File: config.mk
export PLATFORM = sky130hd
export DESIGN_NAME = rmjs_server
export DESIGN_NICKNAME = d
export VERILOG_FILES = /design/src/hw/rmjs_fifo.v /design/src/hw/rmjs_server.v
export VERILOG_INCLUDE_DIRS = /design/src /design/src/hw
export SDC_FILE = /design/constraint.sdc
export NUM_CORES = 1
export LEC_CHECK = 0
export BUFFER_PORTS_ARGS = -buffer_cell sky130_fd_sc_hd__buf_2
export CORE_MARGIN = 5
export CORE_UTILIZATION = 30
export DETAILED_ROUTE_END_ITERATION = 6
export PLACE_DENSITY = 0.46
export REMOVE_ABC_BUFFERS = 1
export SLEW_MARGIN = 25
export SYNTH_ARGS = -nofsm -noshare
export SYNTH_HDL_FRONTEND = slang
export SYNTH_SLANG_ARGS = --single-unit
File: constraint.sdc
create_clock -name i_clk_sys -period 2.8 [get_ports i_clk_sys]
set_input_delay 0.42 -clock i_clk_sys [delete_from_list [all_inputs] [get_ports i_clk_sys]]
set_output_delay 0.42 -clock i_clk_sys [all_outputs]
set_load 0.1 [all_outputs]
File: src/hw/rmjs_map.vh
`ifndef RMJS_MAP_VH
`define RMJS_MAP_VH
// Frame layout
`define RMJS_HDR_LEN 5'd16
`define RMJS_SYS_ID0 8'h53
`define RMJS_SYS_ID1 8'h35
`define RMJS_HDR_LEN_BYTE 8'h10
`define RMJS_OPID 8'h01
`define RMJS_OPLEN 8'h03
`define RMJS_OP_WR_REQ 8'h03
`define RMJS_OP_WR_ACK 8'h04
`define RMJS_OP_RD_REQ 8'h05
`define RMJS_OP_RD_RSP 8'h06
`define RMJS_AREA_FIELD 8'h03
`define RMJS_AREA_FLEN 8'h08
`define RMJS_ACK_FIELD 8'h0F
`define RMJS_ACK_FLEN 8'h03
`define RMJS_EMPTY 8'hFF
`define RMJS_REQ_EMPTY_LEN 8'h02
`define RMJS_ACK_EMPTY_LEN 8'h07
`define RMJS_FREE 8'h00
// Area codes
`define RMJS_AREA_DATA_BLOCK 8'h01
`define RMJS_AREA_BIT_MEM 8'h02
`define RMJS_AREA_INPUT_IMAGE 8'h03
`define RMJS_AREA_OUTPUT_IMAGE 8'h04
`define RMJS_AREA_DIRECT_IO 8'h05
`define RMJS_AREA_COUNTERS 8'h06
`define RMJS_AREA_TIMERS 8'h07
// Error numbers
`define RMJS_ERR_NONE 8'h00
`define RMJS_ERR_HEADER 8'h01
`define RMJS_ERR_AREA 8'h02
`define RMJS_ERR_RANGE 8'h03
`define RMJS_ERR_BLOCK 8'h04
// Header byte indices
`define RMJS_B_OPCODE 5'd5
`define RMJS_B_AREA 5'd8
`define RMJS_B_BLOCK 5'd9
`define RMJS_B_ADDR_HI 5'd10
`define RMJS_B_ADDR_LO 5'd11
`define RMJS_B_LEN_HI 5'd12
`define RMJS_B_LEN_LO 5'd13
`endif

File: src/hw/rmjs_fifo.v
`timescale 1ns/1ps
module rmjs_fifo #(
    parameter WIDTH = 8,
    parameter DEPTH = 8,
    parameter AW = 3
) (
    input wire i_clk_sys,
    input wire i_nrst,
    input wire i_in_valid,
    output wire o_in_ready,
    input wire [WIDTH-1:0] i_in_data,
    output wire o_out_valid,
    input wire i_out_ready,
    output wire [WIDTH-1:0] o_out_data
);
    reg [WIDTH-1:0] mem [0:DEPTH-1];
    reg [AW-1:0] wr_ptr;
    reg [AW-1:0] rd_ptr;
    reg [AW:0] count;
    wire push;
    wire pop;

    // Handshakes and honest full and empty
    assign o_in_ready = (count != DEPTH[AW:0]);
    assign o_out_valid = (count != {(AW+1){1'b0}});
    assign o_out_data = mem[rd_ptr];
    assign push = i_in_valid && o_in_ready;
    assign pop = o_out_valid && i_out_ready;

    // Storage write
    always @(posedge i_clk_sys)
    begin
        if (push)
            mem[wr_ptr] <= i_in_data;
    end

    // Pointers and fill count
    always @(posedge i_clk_sys or negedge i_nrst)
    begin
        if (!i_nrst)
        begin
            wr_ptr <= {AW{1'b0}};
            rd_ptr <= {AW{1'b0}};
            count <= {(AW+1){1'b0}};
        end
        else
        begin
            if (push)
                wr_ptr <= (wr_ptr == DEPTH[AW-1:0] - 1'b1) ? {AW{1'b0}} : wr_ptr + 1'b1;
            if (pop)
                rd_ptr <= (rd_ptr == DEPTH[AW-1:0] - 1'b1) ? {AW{1'b0}} : rd_ptr + 1'b1;
            if (push && !pop)
                count <= count + 1'b1;
            else if (pop && !push)
                count <= count - 1'b1;
        end
    end
endmodule

File: src/hw/rmjs_server.v
// Operation
// RQ1: Read and write jobs arrive as a byte stream from any transport connection and reach memory.
// RQ2: Every frame opens with a 16-byte header whose first bytes are the characters S and 5.
// RQ3: Header bytes 2, 3 and 4 carry header length 16, opcode identifier 01 and opcode length 03.
// RQ4: A write request carries opcode 03, area field 03/08, area, block, address, length, FF/02.
// RQ5: A read request uses the same layout with opcode 05 and carries no data.
// RQ6: A write is answered with opcode 04, ack field 0F/03, error number, empty field FF/07.
// RQ7: A read is answered with opcode 06 and otherwise the write acknowledgement layout.
// RQ8: Write data follows the write header directly, up to 64 K bytes.
// RQ9: Read data follows the response header only when the error number is zero.
// RQ10: Area codes 01 to 07 select data block to timers; block number counts only for data blocks.
// RQ11: Unknown area or out-of-range address or length gives a non-zero error and no memory access.
`timescale 1ns/1ps
`include "rmjs_map.vh"
module rmjs_server #(
    parameter MAX_ADDR = 16'hFFFF,
    parameter MAX_LEN = 16'hFFFF
) (
    input wire i_clk_sys,
    input wire i_nrst,
    input wire i_rx_valid,
    output reg o_rx_ready,
    input wire [7:0] i_rx_data,
    input wire i_rx_last,
    output reg o_tx_valid,
    input wire i_tx_ready,
    output reg [7:0] o_tx_data,
    output reg o_tx_last,
    output reg o_mem_wr,
    output reg o_mem_rd,
    output reg [2:0] o_mem_area,
    output reg [7:0] o_block_number,
    output reg [15:0] o_mem_addr,
    output reg [7:0] o_mem_wdata,
    input wire i_mem_rvalid,
    input wire [7:0] i_mem_rdata
);
    localparam S_HDR = 6'b000001;
    localparam S_WDATA = 6'b000010;
    localparam S_DRAIN = 6'b000100;
    localparam S_ACK = 6'b001000;
    localparam S_RDATA = 6'b010000;
    localparam S_WAIT = 6'b100000;

    reg [5:0] state;
    reg [4:0] idx;
    reg [7:0] hdr_err;
    reg is_read;
    reg [7:0] area;
    reg [15:0] addr;
    reg [15:0] len;
    reg [15:0] left;
    reg [4:0] tx_idx;
    reg rd_pending;
    reg [7:0] err_num;

    wire fifo_in_ready;
    wire fifo_out_valid;
    wire [7:0] fifo_out_data;
    reg fifo_in_valid;

    // Expected request byte at each header position
    function [7:0] rmjs_req_byte;
        input [4:0] i;
        input rd;
        begin
            case (i)
                5'd0: rmjs_req_byte = `RMJS_SYS_ID0;
                5'd1: rmjs_req_byte = `RMJS_SYS_ID1;
                5'd2: rmjs_req_byte = `RMJS_HDR_LEN_BYTE;
                5'd3: rmjs_req_byte = `RMJS_OPID;
                5'd4: rmjs_req_byte = `RMJS_OPLEN;
                5'd5: rmjs_req_byte = rd ? `RMJS_OP_RD_REQ : `RMJS_OP_WR_REQ;
                5'd6: rmjs_req_byte = `RMJS_AREA_FIELD;
                5'd7: rmjs_req_byte = `RMJS_AREA_FLEN;
                5'd14: rmjs_req_byte = `RMJS_EMPTY;
                5'd15: rmjs_req_byte = `RMJS_REQ_EMPTY_LEN;
                default: rmjs_req_byte = `RMJS_FREE;
            endcase
        end
    endfunction

    // Answer header byte at each position
    function [7:0] rmjs_ack_byte;
        input [4:0] i;
        input rd;
        input [7:0] err;
        begin
            case (i)
                5'd0: rmjs_ack_byte = `RMJS_SYS_ID0;
                5'd1: rmjs_ack_byte = `RMJS_SYS_ID1;
                5'd2: rmjs_ack_byte = `RMJS_HDR_LEN_BYTE;
                5'd3: rmjs_ack_byte = `RMJS_OPID;
                5'd4: rmjs_ack_byte = `RMJS_OPLEN;
                5'd5: rmjs_ack_byte = rd ? `RMJS_OP_RD_RSP : `RMJS_OP_WR_ACK;
                5'd6: rmjs_ack_byte = `RMJS_ACK_FIELD;
                5'd7: rmjs_ack_byte = `RMJS_ACK_FLEN;
                5'd8: rmjs_ack_byte = err;
                5'd9: rmjs_ack_byte = `RMJS_EMPTY;
                5'd10: rmjs_ack_byte = `RMJS_ACK_EMPTY_LEN;
                default: rmjs_ack_byte = `RMJS_FREE;
            endcase
        end
    endfunction

    // Byte count of a job: data blocks, counters and timers count in words
    function [16:0] rmjs_bytes;
        input [7:0] a;
        input [15:0] l;
        begin
            if (a == `RMJS_AREA_DATA_BLOCK || a == `RMJS_AREA_COUNTERS ||
                a == `RMJS_AREA_TIMERS)
                rmjs_bytes = {l, 1'b0};
            else
                rmjs_bytes = {1'b0, l};
        end
    endfunction

    wire rx_take = i_rx_valid && o_rx_ready;
    wire hdr_bad = (idx == `RMJS_B_OPCODE) ?
        (i_rx_data != `RMJS_OP_WR_REQ && i_rx_data != `RMJS_OP_RD_REQ) :
        (rmjs_req_byte(idx, is_read) != i_rx_data &&
         (idx < `RMJS_B_AREA || idx > `RMJS_B_LEN_LO)); // RQ2 RQ3 RQ4 RQ5
    wire area_ok = (area >= `RMJS_AREA_DATA_BLOCK) && (area <= `RMJS_AREA_TIMERS); // RQ10
    wire [16:0] nbytes = rmjs_bytes(area, len);
    wire range_ok = ({1'b0, addr} <= {1'b0, MAX_ADDR}) && (len != 16'h0000) &&
        (nbytes <= {1'b0, MAX_LEN}); // RQ11
    wire [7:0] final_err = (hdr_err != `RMJS_ERR_NONE || hdr_bad) ? `RMJS_ERR_HEADER :
        (!area_ok ? `RMJS_ERR_AREA : (!range_ok ? `RMJS_ERR_RANGE : `RMJS_ERR_NONE));

    // Write data passes through the FIFO into memory
    rmjs_fifo #(
        .WIDTH(8),
        .DEPTH(8),
        .AW(3)
    ) u_fifo (
        .i_clk_sys(i_clk_sys),
        .i_nrst(i_nrst),
        .i_in_valid(fifo_in_valid),
        .o_in_ready(fifo_in_ready),
        .i_in_data(i_rx_data),
        .o_out_valid(fifo_out_valid),
        .i_out_ready(1'b1),
        .o_out_data(fifo_out_data)
    );

    // Stream write bytes into the FIFO while the job is good
    always @*
    begin
        fifo_in_valid = (state == S_WDATA) && rx_take && fifo_in_ready; // RQ8
    end

    // Request parser, memory sequencer and answer generator
    always @(posedge i_clk_sys or negedge i_nrst)
    begin
        if (!i_nrst)
        begin
            state <= S_HDR;
            idx <= 5'h00;
            hdr_err <= `RMJS_ERR_NONE;
            is_read <= 1'b0;
            area <= 8'h00;
            addr <= 16'h0000;
            len <= 16'h0000;
            left <= 16'h0000;
            tx_idx <= 5'h00;
            rd_pending <= 1'b0;
            err_num <= `RMJS_ERR_NONE;
            o_rx_ready <= 1'b0;
            o_tx_valid <= 1'b0;
            o_tx_data <= 8'h00;
            o_tx_last <= 1'b0;
            o_mem_wr <= 1'b0;
            o_mem_rd <= 1'b0;
            o_mem_area <= 3'h0;
            o_block_number <= 8'h00;
            o_mem_addr <= 16'h0000;
            o_mem_wdata <= 8'h00;
        end
        else
        begin
            o_mem_wr <= 1'b0;
            o_mem_rd <= 1'b0;
            // FIFO drain: one memory write per byte
            if (fifo_out_valid)
            begin
                o_mem_wr <= 1'b1; // RQ1
                o_mem_wdata <= fifo_out_data;
            end
            // Each write pulse steps the address, so gaps in the data keep the count
            if (o_mem_wr)
                o_mem_addr <= o_mem_addr + 16'h0001;
            if (o_tx_valid && i_tx_ready)
                o_tx_valid <= 1'b0;
            case (state)
                S_HDR:
                begin
                    o_rx_ready <= !o_tx_valid || i_tx_ready; // Not while an answer byte waits
                    if (rx_take)
                    begin
                        idx <= idx + 5'h01;
                        if (idx == `RMJS_B_OPCODE)
                            is_read <= (i_rx_data == `RMJS_OP_RD_REQ);
                        if (hdr_bad && hdr_err == `RMJS_ERR_NONE)
                            hdr_err <= `RMJS_ERR_HEADER;
                        if (idx == `RMJS_B_AREA)
                            area <= i_rx_data;
                        if (idx == `RMJS_B_BLOCK)
                            o_block_number <= i_rx_data; // RQ10
                        if (idx == `RMJS_B_ADDR_HI)
                            addr[15:8] <= i_rx_data;
                        if (idx == `RMJS_B_ADDR_LO)
                            addr[7:0] <= i_rx_data;
                        if (idx == `RMJS_B_LEN_HI)
                            len[15:8] <= i_rx_data;
                        if (idx == `RMJS_B_LEN_LO)
                            len[7:0] <= i_rx_data;
                        if (idx == `RMJS_HDR_LEN - 5'd1)
                        begin
                            idx <= 5'h00;
                            err_num <= final_err;
                            left <= nbytes[15:0];
                            o_mem_area <= area[2:0];
                            o_mem_addr <= addr;
                            if (!is_read && !i_rx_last)
                                state <= (final_err == `RMJS_ERR_NONE) ? S_WDATA : S_DRAIN;
                            else
                            begin
                                o_rx_ready <= 1'b0;
                                state <= S_ACK;
                            end
                        end
                    end
                end
                S_WDATA:
                begin
                    o_rx_ready <= !(fifo_in_valid && i_rx_last);
                    if (fifo_in_valid && i_rx_last)
                        state <= S_WAIT;
                end
                S_DRAIN:
                begin
                    o_rx_ready <= 1'b1; // RQ11
                    if (rx_take && i_rx_last)
                    begin
                        o_rx_ready <= 1'b0;
                        state <= S_ACK;
                    end
                end
                S_WAIT:
                begin
                    if (!fifo_out_valid && !o_mem_wr)
                        state <= S_ACK;
                end
                S_ACK:
                begin
                    if (!o_tx_valid || i_tx_ready)
                    begin
                        o_tx_valid <= 1'b1;
                        o_tx_data <= rmjs_ack_byte(tx_idx, is_read, err_num); // RQ6 RQ7
                        tx_idx <= tx_idx + 5'h01;
                        o_tx_last <= (tx_idx == `RMJS_HDR_LEN - 5'd1) &&
                            !(is_read && err_num == `RMJS_ERR_NONE); // RQ9
                        if (tx_idx == `RMJS_HDR_LEN - 5'd1)
                        begin
                            tx_idx <= 5'h00;
                            state <= (is_read && err_num == `RMJS_ERR_NONE) ? S_RDATA : S_HDR;
                            hdr_err <= `RMJS_ERR_NONE;
                        end
                    end
                end
                S_RDATA:
                begin
                    if (!rd_pending && (!o_tx_valid || i_tx_ready))
                    begin
                        o_mem_rd <= 1'b1; // RQ9
                        rd_pending <= 1'b1;
                    end
                    if (rd_pending && i_mem_rvalid)
                    begin
                        rd_pending <= 1'b0;
                        o_tx_valid <= 1'b1;
                        o_tx_data <= i_mem_rdata;
                        o_tx_last <= (left == 16'h0001);
                        o_mem_addr <= o_mem_addr + 16'h0001;
                        left <= left - 16'h0001;
                        if (left == 16'h0001)
                            state <= S_HDR;
                    end
                end
                default:
                    state <= S_HDR;
            endcase
        end
    end
endmodule

==> results.py, run 1 <==
metrics = {
    "power_and_ir_drop": {
        "seqPwrFrac": 0.401,
        "swShare": 0.393,
        "ir_worst_vdd_mv": 0.489,
        "p_int_uw": 5490,
        "powerDensity_mw_per_mm2": 761,
        "p_comb_frac": 0.329,
        "p_leak_uw": 0.00505,
        "p_clk_frac": 0.271,
        "power.switching_uw": 3550,
    },
    "sta": {
        "max-slew-margin-rel": 0.505,
        "rsz0062_at_grt": "no",
        "clock_skew_ns": 0.0114,
        "tightest_slew_ns": 0.739,
        "finalHoldViolations": 0,
        "fin_crit_ns": 2.43,
        "setup_viol": 0,
        "fin_ws_ns": 0.373,
        "fin_crit_sh": 0.867,
        "fmax_ghz": 0.412,
        "slew_violations": 0,
    },
    "clock_network": {
        "cts_sinks": 199,
        "clock_latency_ns": 0.45,
        "clk_path_buf_depth": 2,
        "clkSlewWorstSetupHoldPaths_ns": 0.08,
        "cts_resized": 0,
        "htree_levels": 4,
        "cts_tree": "yes",
        "clock-root-buffer": "clkbuf_16",
        "cts_buffers": 17,
    },
    "synthesis": {
        "synth-async-reset-ratio": 0.678,
        "synth-seq-area-share": 0.520,
        "synth_edf_count": 64,
        "synth_area_per_cell_um2": 11.3,
        "synth_cell_type_count": 85,
        "syn_area_mm2": 0.0102,
        "ys.flop_type": "dfrtp_1",
        "ys_ff_latch": 199,
        "ys_warn_count": 0,
        "synthCells": 900,
    },
    "final_layout": {
        "syn_to_final_growth_pct": 16.7,
        "drive_gt1_frac": 0.204,
        "final_area_mm2": 0.0119,
        "mostFrequentLayoutCells": "dfrtp_1, nand2_1, buf_2",
        "fin_nets": 1035,
        "n_antenna_cell": 0,
        "final_common_cell": "dfrtp_1",
    },
    "global_routing": {
        "grt_max_degree": 60,
        "grt-ovfl-total": 0,
        "grt_pass1_wl_um": 43900,
        "grt_usage": 0.147,
        "antenna_found_initial": 0,
        "grt_pass1_vias": 7399,
    },
    "drt": {
        "wire_per_inst_um": 18.8,
        "vias": 7370,
        "drt_iter0_drc": 478,
        "first_pass_iters": 4,
        "antenna_left": 0,
        "vias_per_cell": 5.06,
        "route.detailed.drc": 0,
        "drt-total-wl_um": 27300,
    },
    "run_status": {
        "status": "finished clean",
    },
    "die": {
        "dieArea_mm2": 0.0378,
        "rows": 67,
        "die_y_um": 194,
        "io_pins": 70,
        "initial_utilization": 0.304,
        "die_w_um": 194,
        "placeableCoreArea_mm2": 0.0335,
    },
    "setup_path": {
        "crit_path_end_kind": "flip-flop",
        "arrival_ns": 2.75,
        "cp-start-kind": "flip-flop",
        "cp.required_ns": 3.12,
        "crit_type": "flip-flop to flip-flop",
        "path_max_fanout": 7,
    },
    "placed_design": {
        "hpwl_um": 19400,
        "place_congestion": 0.826,
        "placed_area_mm2": 0.0113,
        "io_buffer_count": 69,
        "place_ws_ns": 0.374,
    },
    "flow_run": {
        "maxCapViolations": 0,
    },
    "min_path": {
        "hp-class": "input port to flip-flop",
    },
}
-- timing repair --
action                     CTS  global route
setup buffers                0             0
hold buffers                 1             0
hold endpoints to repair    38             0
setup endpoints to repair    0             0
-- cell families after synthesis --
logic type	share of synthesized area
compound gates	0.125
mux	0.121
fa+ha+maj	0.0221
xor+xnor	0.0241
simple gates	0.156
buf+inv	0.0325
flops	0.520
-- final timing paths --
kind                                     start               to  slack, ns  depth (start not counted)
min in group asynchronous               i_nrst  u_fifo.count[0]       0.51                          2
worst max register to register        state[5]  u_fifo.count[3]       0.37                         11
worst min register to register  o_mem_wdata[3]   o_mem_wdata[3]       0.47                          2
worst min-delay path                 i_rx_last         state[5]       0.23                          3
worst max-delay path                  state[5]  u_fifo.count[3]       0.37                         11
max in group asynchronous               i_nrst  u_fifo.count[1]       1.55                          3
-- final cells by class --
cell class	count	area [um2]
Tap cell	448	561
Clock buffer	19	433
Inverter	23	86.3
Sequential cell	199	5300
Clock inverter	13	139
Multi-Input combinational cell	626	4560
Fill cell	3365	21600
Timing Repair Buffer	128	810
-- cells in the mapped netlist, drive strengths merged (16+ instances only) --
cell type	count	area, um2
nand2	79	297
clkbuf	28	105
inv	23	86.3
mux2	60	679
edfxtp	64	1920
nor4	18	164
ha	18	225
nor2	64	253
buf	24	140
mux2i	19	190
nand4	16	149
nand3	32	165
o21ai	58	290
a21oi	50	250
dfrtp	134	3350
mux4	16	360
-- critical path, cell delays in order, from the launching register on --
cell and delay (ns):
dfrtp_1 0.46, nor4_4 0.31, nand3_1 0.12, nor3_2 0.15
ha_1 0.21, inv_1 0.07, ha_1 0.30, a21o_1 0.17
a21oi_1 0.17, xnor2_1 0.13, nor2_1 0.06, xor2_1 0.14
-- power by group through the flow --
stage	logic [uW]	registers [uW]	clock network, uW
floorplan	1450	4290	0
global placement	2980	3680	0
detailed placement	2970	3680	0
CTS	2980	3630	2550
global route	3250	3680	2670
finish	2970	3630	2450
-- sequential cells by signal, indices dropped and copies added, names as in the netlist, 2 cells and up --
register / cells
u_fifo.mem: 64
addr: 16
left: 16
len: 16
o_mem_addr: 16
area: 8
o_block_number: 8
o_mem_wdata: 8
o_tx_data: 8
state: 6
idx: 5
tx_idx: 5
u_fifo.count: 4
o_mem_area: 3
u_fifo.rd_ptr: 3
u_fifo.wr_ptr: 3
err_num: 2
-- through the flow --
step	setup TNS, ns	hold WS [ns]	util	power (uW)	std cells
2_1_floorplan	-0.750	0.124	-	5740	848
3_3_place_gp	0	0.461	0.337	6660	1423
3_5_place_dp	0	0.468	0.337	6650	1423
4_1_cts	0	0.198	0.354	9160	1456
5_1_grt	0	0.233	0.354	9600	1456
6_report	0	0.231	0.354	9050	1456
-- metal layers --
metal,share of wire,vias up,global-route usage,wire [um]
met2,0.47,109,0.232,12800
met4,0.013,0,0.0383,352
li1,-,3534,-,-
met3,0.025,23,0.0223,672
met1,0.49,3704,0.213,13500
met5,0,-,0,0
Power figures use the tool's default switching activity.
==> run 2, diff against run 1 <==
--- a/config.mk
+++ b/config.mk
@@ -8,9 +8,9 @@
 export LEC_CHECK = 0
 export BUFFER_PORTS_ARGS = -buffer_cell sky130_fd_sc_hd__buf_2
 export CORE_MARGIN = 5
-export CORE_UTILIZATION = 30
+export CORE_UTILIZATION = 40
 export DETAILED_ROUTE_END_ITERATION = 6
-export PLACE_DENSITY = 0.46
+export PLACE_DENSITY = 0.58
 export REMOVE_ABC_BUFFERS = 1
 export SLEW_MARGIN = 25
 export SYNTH_ARGS = -nofsm -noshare
==> run 2 against run 1 <==
  * Sequential share of layout area is 0.84 points higher
  * Sequential power barely moved
  * Setup slack lost 0.11 ns
  * Worst hold slack better by 0.026 ns
  * Final cell count fell by 8.8%
  * Wire length fell by 9.4%
  * Count of clock-buffer cells in the layout is the same
  * Combinational power shrank 1%
  * Clock power about the same
==> results.py, run 2 (synthesized netlist as in run 1, its figures left out) <==
metrics = {
    "setup_path": {
        "cp.required_ns": 3.12,
        "crit_type": "flip-flop to flip-flop",
        "cpMaxStageDelayCell": "dfrtp_1",
        "cp_cell_sequence": "nor4_4, nand3_1, nor3_2, ha_1, inv_1, ha_1, a21o_1, a21oi_1, xnor2_1, nor2_1, xor2_1",
        "max_stage_delay_ns": 0.47,
        "cpMostUsedCell": "ha_1",
        "path_max_fanout": 7,
        "arrival_ns": 2.85,
        "cp-start-kind": "flip-flop",
        "crit_path_end_kind": "flip-flop",
    },
    "run_status": {
        "status": "finished clean",
    },
    "die": {
        "die_w_um": 170,
        "io_pins": 70,
        "rows": 58,
        "die_y_um": 170,
        "dieArea_mm2": 0.0288,
        "placeableCoreArea_mm2": 0.0251,
        "initial_utilization": 0.406,
    },
    "drt": {
        "first_pass_iters": 5,
        "drt-total-wl_um": 24800,
        "vias_per_cell": 5.55,
        "drt_iter0_drc": 501,
        "vias": 7365,
        "antenna_left": 0,
        "route.detailed.drc": 0,
        "wire_per_inst_um": 18.7,
    },
    "final_layout": {
        "stdcell_count": 1328,
        "drive_gt1_frac": 0.197,
        "fin_nets": 1025,
        "n_antenna_cell": 0,
        "syn_to_final_growth_pct": 14.5,
        "mostFrequentLayoutCells": "dfrtp_1, nand2_1, buf_2",
        "final_common_cell": "dfrtp_1",
        "nFillCells": 2385,
        "largest_register_ffs": 64,
        "regMostFlops": "u_fifo.mem",
    },
    "sta": {
        "slew_violations": 0,
        "fin_ws_ns": 0.267,
        "tightest_slew_ns": 0.736,
        "fmax_ghz": 0.395,
        "rsz0062_at_grt": "no",
        "finalHoldViolations": 0,
        "fin_crit_ns": 2.53,
        "clock_skew_ns": 0.0136,
        "setup_viol": 0,
        "fin_crit_sh": 0.905,
        "max-slew-margin-rel": 0.509,
        "holdWs_ns": 0.257,
    },
    "clock_network": {
        "clock_latency_ns": 0.44,
        "htree_levels": 4,
        "cts_sinks": 199,
        "clock-root-buffer": "clkbuf_16",
        "cts_tree": "yes",
        "cts_buffers": 17,
        "clk_path_buf_depth": 2,
        "postCtsSetupBuffers": 0,
        "clkSlewWorstSetupHoldPaths_ns": 0.08,
    },
    "flow_run": {
        "maxCapViolations": 0,
    },
    "global_routing": {
        "grt_max_degree": 54,
        "antenna_found_initial": 0,
        "grt-ovfl-total": 0,
        "grt_pass1_vias": 7145,
        "grt_usage": 0.176,
        "grt_pass1_wl_um": 40100,
    },
    "power_and_ir_drop": {
        "ir_worst_vdd_mv": 0.543,
        "p_leak_uw": 0.00501,
        "powerDensity_mw_per_mm2": 768,
    },
    "placed_design": {
        "io_buffer_count": 69,
        "place_congestion": 0.876,
        "hpwl_um": 17300,
        "dp.cells": 1295,
        "place_ws_ns": 0.258,
    },
    "min_path": {
        "hp-class": "input port to flip-flop",
    },
}
-- run 2: cell types whose count changed in the layout (fill, tap and decap cells not counted) --
cell | before | now
clkinv_2 | 0 | 1
inv_8 | 2 | 3
clkinv_4 | 6 | 3
clkbuf_8 | 0 | 1
clkbuf_1 | 2 | 1
bufinv_16 | 1 | 0
clkinv_8 | 0 | 2
clkinvlp_4 | 1 | 0
buf_4 | 57 | 47
inv_6 | 3 | 4
-- run 2: what timing repair did --
| action | CTS | global route |
|---|---|---|
| gates resized for setup | 0 | 0 |
| hold buffers | 1 | 0 |
| endpoints found under the hold margin | 40 | 0 |
-- run 2: path summary, 6_finish.rpt --
path	startpoint	to	slack (ns)	depth (start not counted)
worst max register to register	state[5]	u_fifo.count[3]	0.27	11
worst min register to register	addr[6]	o_mem_addr[6]	0.47	2
worst min-delay path	i_mem_rdata[2]	o_tx_data[2]	0.26	3
worst max-delay path	state[5]	u_fifo.count[3]	0.27	11
max in group asynchronous	i_nrst	o_tx_data[0]	1.58	3
min in group asynchronous	i_nrst	u_fifo.count[0]	0.47	2
-- run 2: layer usage --
layer	GRT usage	wire length [um]	vias to the layer above
li1	-	-	3532
met3	0.0312	901	23
met1	0.261	12300	3654
met2	0.267	11300	156
met4	0.0473	332	0
met5	0	0	-
-- run 2: layout make-up --
type                    count  area, um2  share of cell area
inverters                  23       86.3             0.00740
multi-input cells         626       4560               0.391
clock buffers              19        443              0.0380
well taps                 330        413              0.0354
repair buffers            118        734              0.0629
clock inverters            13        133              0.0114
flip-flops and latches    199       5300               0.454
-- run 2: critical path, delay by kind of cell, from the launching register on --
family / cells / cell delay (ns)
buffers and inverters: 1 / 0.07
DFF: 1 / 0.47
AOI/OAI and AO/OA: 2 / 0.32
adders and majority gates: 2 / 0.51
xor gates and xnor gates: 2 / 0.28
and+or+nand+nor: 4 / 0.77
-- run 2: power breakdown --
part | internal [uW] | switching, uW | total (uW) | leakage [uW]
clock network | 1210 | 1210 | 2420 | 0.000284
registers | 3280 | 339 | 3620 | 0.00233
logic | 929 | 2000 | 2930 | 0.00239
-- run 2: through the flow --
step           setup TNS, ns  power, uW  utilization  instance area [um2]
2_1_floorplan         -0.750       5740            -                 9940
3_3_place_gp               0       6560        0.441                11100
3_5_place_dp               0       6580        0.441                11100
4_1_cts                    0       9030        0.465                11700
5_1_grt                    0       9470        0.465                11700
6_report                   0       8960        0.465                11700
==> run 3, diff against run 2 <==
--- a/config.mk
+++ b/config.mk
@@ -6,6 +6,7 @@
 export SDC_FILE = /design/constraint.sdc
 export NUM_CORES = 1
 export LEC_CHECK = 0
+export ABC_AREA = 1
 export BUFFER_PORTS_ARGS = -buffer_cell sky130_fd_sc_hd__buf_2
 export CORE_MARGIN = 5
 export CORE_UTILIZATION = 40
==> run 3 against run 2 <==
  * Non-clock buffer count is 19 lower
  * Final cell count is 18% higher
  * Die area shrank 1.3%
  * Wire length rose by 7.0%
  * Worst hold slack barely moved
  * Via count grew 12%
  * Power up 47%
  * Largest cell class unchanged
==> results.py, run 3 <==
metrics = {
    "setup_path": {
        "path_max_fanout": 6,
        "timing.rr.start": "state[5]",
        "cp.required_ns": 3.13,
        "reg2reg_slack_ns": 0.44,
        "crit_path_end_kind": "flip-flop",
        "arrival_ns": 2.69,
        "cp-start-kind": "flip-flop",
        "crit_type": "flip-flop to flip-flop",
        "reg2reg_to": "u_fifo.count[3]",
        "ff2ff_path_depth": 13,
        "crit_end": "u_fifo.count[3]",
        "cp-startpoint": "state[5]",
    },
    "synthesis": {
        "ys_warn_count": 0,
        "synthTopCellsByCount": "nand2_1, o21ai_0, dfrtp_1",
        "synth-async-reset-ratio": 0.678,
        "synth_edf_count": 64,
        "syn_area_mm2": 0.0101,
        "synth_top_area_share": 0.334,
        "ys_ff_latch": 199,
        "synthCells": 1137,
        "synth_area_leader_cell": "dfrtp_1",
        "synth_cell_type_count": 58,
        "synth_area_per_cell_um2": 8.84,
        "ys_top_cells_by_area": "dfrtp_1, edfxtp_1, nand2_1",
        "synth-seq-area-share": 0.527,
        "ys.flop_type": "dfrtp_1",
        "post-synth-top-count-cell": "nand2_1",
    },
    "sta": {
        "fmax_ghz": 0.423,
        "finalHoldViolations": 0,
        "tightest_slew_ns": 0.769,
        "slew_violations": 0,
        "fin_ws_ns": 0.438,
        "clock_skew_ns": 0.0202,
        "setup_viol": 0,
        "fin_crit_ns": 2.36,
        "fin_crit_sh": 0.844,
        "holdWs_ns": 0.257,
        "rsz0062_at_grt": "no",
        "max-slew-margin-rel": 0.487,
    },
    "power_and_ir_drop": {
        "p_comb_frac": 0.469,
        "p_clk_frac": 0.192,
        "swShare": 0.497,
        "powerDensity_mw_per_mm2": 1140,
        "power.switching_uw": 6530,
        "p_int_uw": 6610,
        "ir_worst_vdd_mv": 0.905,
        "seqPwrFrac": 0.339,
        "p_leak_uw": 0.00509,
    },
    "clock_network": {
        "cts_buffers": 17,
        "htree_levels": 4,
        "cts_tree": "yes",
        "cts_sinks": 199,
        "clock_latency_ns": 0.44,
        "clkSlewWorstSetupHoldPaths_ns": 0.08,
        "postCtsSetupBuffers": 0,
        "clk_path_buf_depth": 2,
        "clock-root-buffer": "clkbuf_16",
    },
    "final_layout": {
        "mostFrequentLayoutCells": "nand2_1, o21ai_0, dfrtp_1",
        "largest_register_ffs": 64,
        "nFillCells": 2420,
        "final_common_cell": "nand2_1",
        "drive_gt1_frac": 0.131,
        "fin_nets": 1260,
        "n_antenna_cell": 0,
        "syn_to_final_growth_pct": 14.6,
        "regMostFlops": "u_fifo.mem",
        "fin_util": 0.462,
        "final_area_mm2": 0.0115,
    },
    "placed_design": {
        "placed_area_mm2": 0.0109,
        "hpwl_um": 18600,
        "place_ws_ns": 0.438,
        "io_buffer_count": 69,
        "place_congestion": 0.890,
    },
    "die": {
        "dieArea_mm2": 0.0284,
        "placeableCoreArea_mm2": 0.0250,
        "initial_utilization": 0.403,
        "io_pins": 70,
        "rows": 58,
        "die_y_um": 169,
        "die_w_um": 169,
    },
    "drt": {
        "route.detailed.drc": 0,
        "antenna_left": 0,
        "vias_per_cell": 5.29,
        "drt-total-wl_um": 26500,
        "drt_iter0_drc": 570,
        "wire_per_inst_um": 17.0,
        "vias": 8275,
        "first_pass_iters": 5,
    },
    "global_routing": {
        "grt_max_degree": 48,
        "grt_pass1_wl_um": 43600,
        "grt_pass1_vias": 8014,
        "grt_usage": 0.191,
        "grt-ovfl-total": 0,
        "antenna_found_initial": 0,
    },
    "flow_run": {
        "maxCapViolations": 0,
    },
    "run_status": {
        "status": "finished clean",
    },
    "min_path": {
        "hp-class": "input port to flip-flop",
    },
}
[run 3: cell count changes in the layout (fill, tap and decap cells not counted), moves of 17 or more]
cell	change
inv_1	+79
o221ai_1	+17
o21ai_1	-22
nor2_1	+45
nand3_1	+30
mux2_1	-55
nand2_1	+154
o21ai_0	+110
buf_4	-19
[run 3: cells by family after synthesis]
| family | share of synthesized area |
|---|---|
| and+or+nand+nor | 0.207 |
| AOI/OAI and AO/OA | 0.154 |
| DFF | 0.527 |
| xor gates and xnor gates | 0.0157 |
| adders and majority gates | 0.0224 |
| muxes | 0.0159 |
| buffers and inverters | 0.0575 |
[run 3: repair_timing]
item / 4_1_cts / 5_1_grt
gates resized for setup: 0 / 0
hold buffers: 1 / 0
endpoints found under the setup margin: 0 / 0
hold endpoints to repair: 41 / 0
[run 3: per-stage QoR]
stage	setup TNS, ns	instances	total power, uW
2_1_floorplan	-10.13	1102	9130
3_3_place_gp	0	1530	10600
3_5_place_dp	0	1530	10700
4_1_cts	0	1563	13200
5_1_grt	0	1563	14100
6_report	0	1563	13100
[run 3: cell type report]
cell class                 instances  area, um2  share of cell area
clock buffer                      18        439              0.0381
clock inverter                    14        171              0.0149
inverter                         114        428              0.0371
multi-input combinational        789       4180               0.363
sequential                       199       5300               0.460
tap                              330        413              0.0358
timing repair buffer              99        592              0.0514
[run 3: worst min path at each step]
stage	from	to	depth (start not counted)
6_report	i_mem_rdata[6]	o_tx_data[6]	3
4_1_cts	i_mem_rdata[6]	o_tx_data[6]	3
2_1_floorplan	i_nrst	addr[0]	0
3_3_place_gp	i_nrst	o_mem_wdata[7]	1
5_1_grt	i_mem_rdata[6]	o_tx_data[6]	3
3_5_place_dp	i_nrst	o_mem_wdata[7]	1
[run 3: metal layers]
metal,vias to the layer above,global-route usage,share of wire
met1,4007,0.271,0.47
met5,-,0,0
li1,4083,-,-
met2,174,0.310,0.48
met3,11,0.0334,0.039
met4,0,0.0388,0.0077
[run 3: critical path, cell delays in order (launching register included)]
cell and delay [ns]:
dfrtp_1 0.48, nor2_8 0.20, nand3_4 0.12, nor3_4 0.19, ha_1 0.22, inv_1 0.07, ha_1 0.32, nand2_1 0.07
nor2_1 0.04, a211oi_1 0.22, nand2_1 0.08, nand2_1 0.06, nor2_1 0.04, xor2_1 0.13
[run 3: power groups by stage]
stage	registers, uW	logic [uW]	clock network [uW]
2_1_floorplan	6160	2970	0
3_3_place_gp	4490	6110	0
3_5_place_dp	4490	6170	0
4_1_cts	4450	6190	2570
5_1_grt	4570	6800	2700
6_report	4460	6160	2520
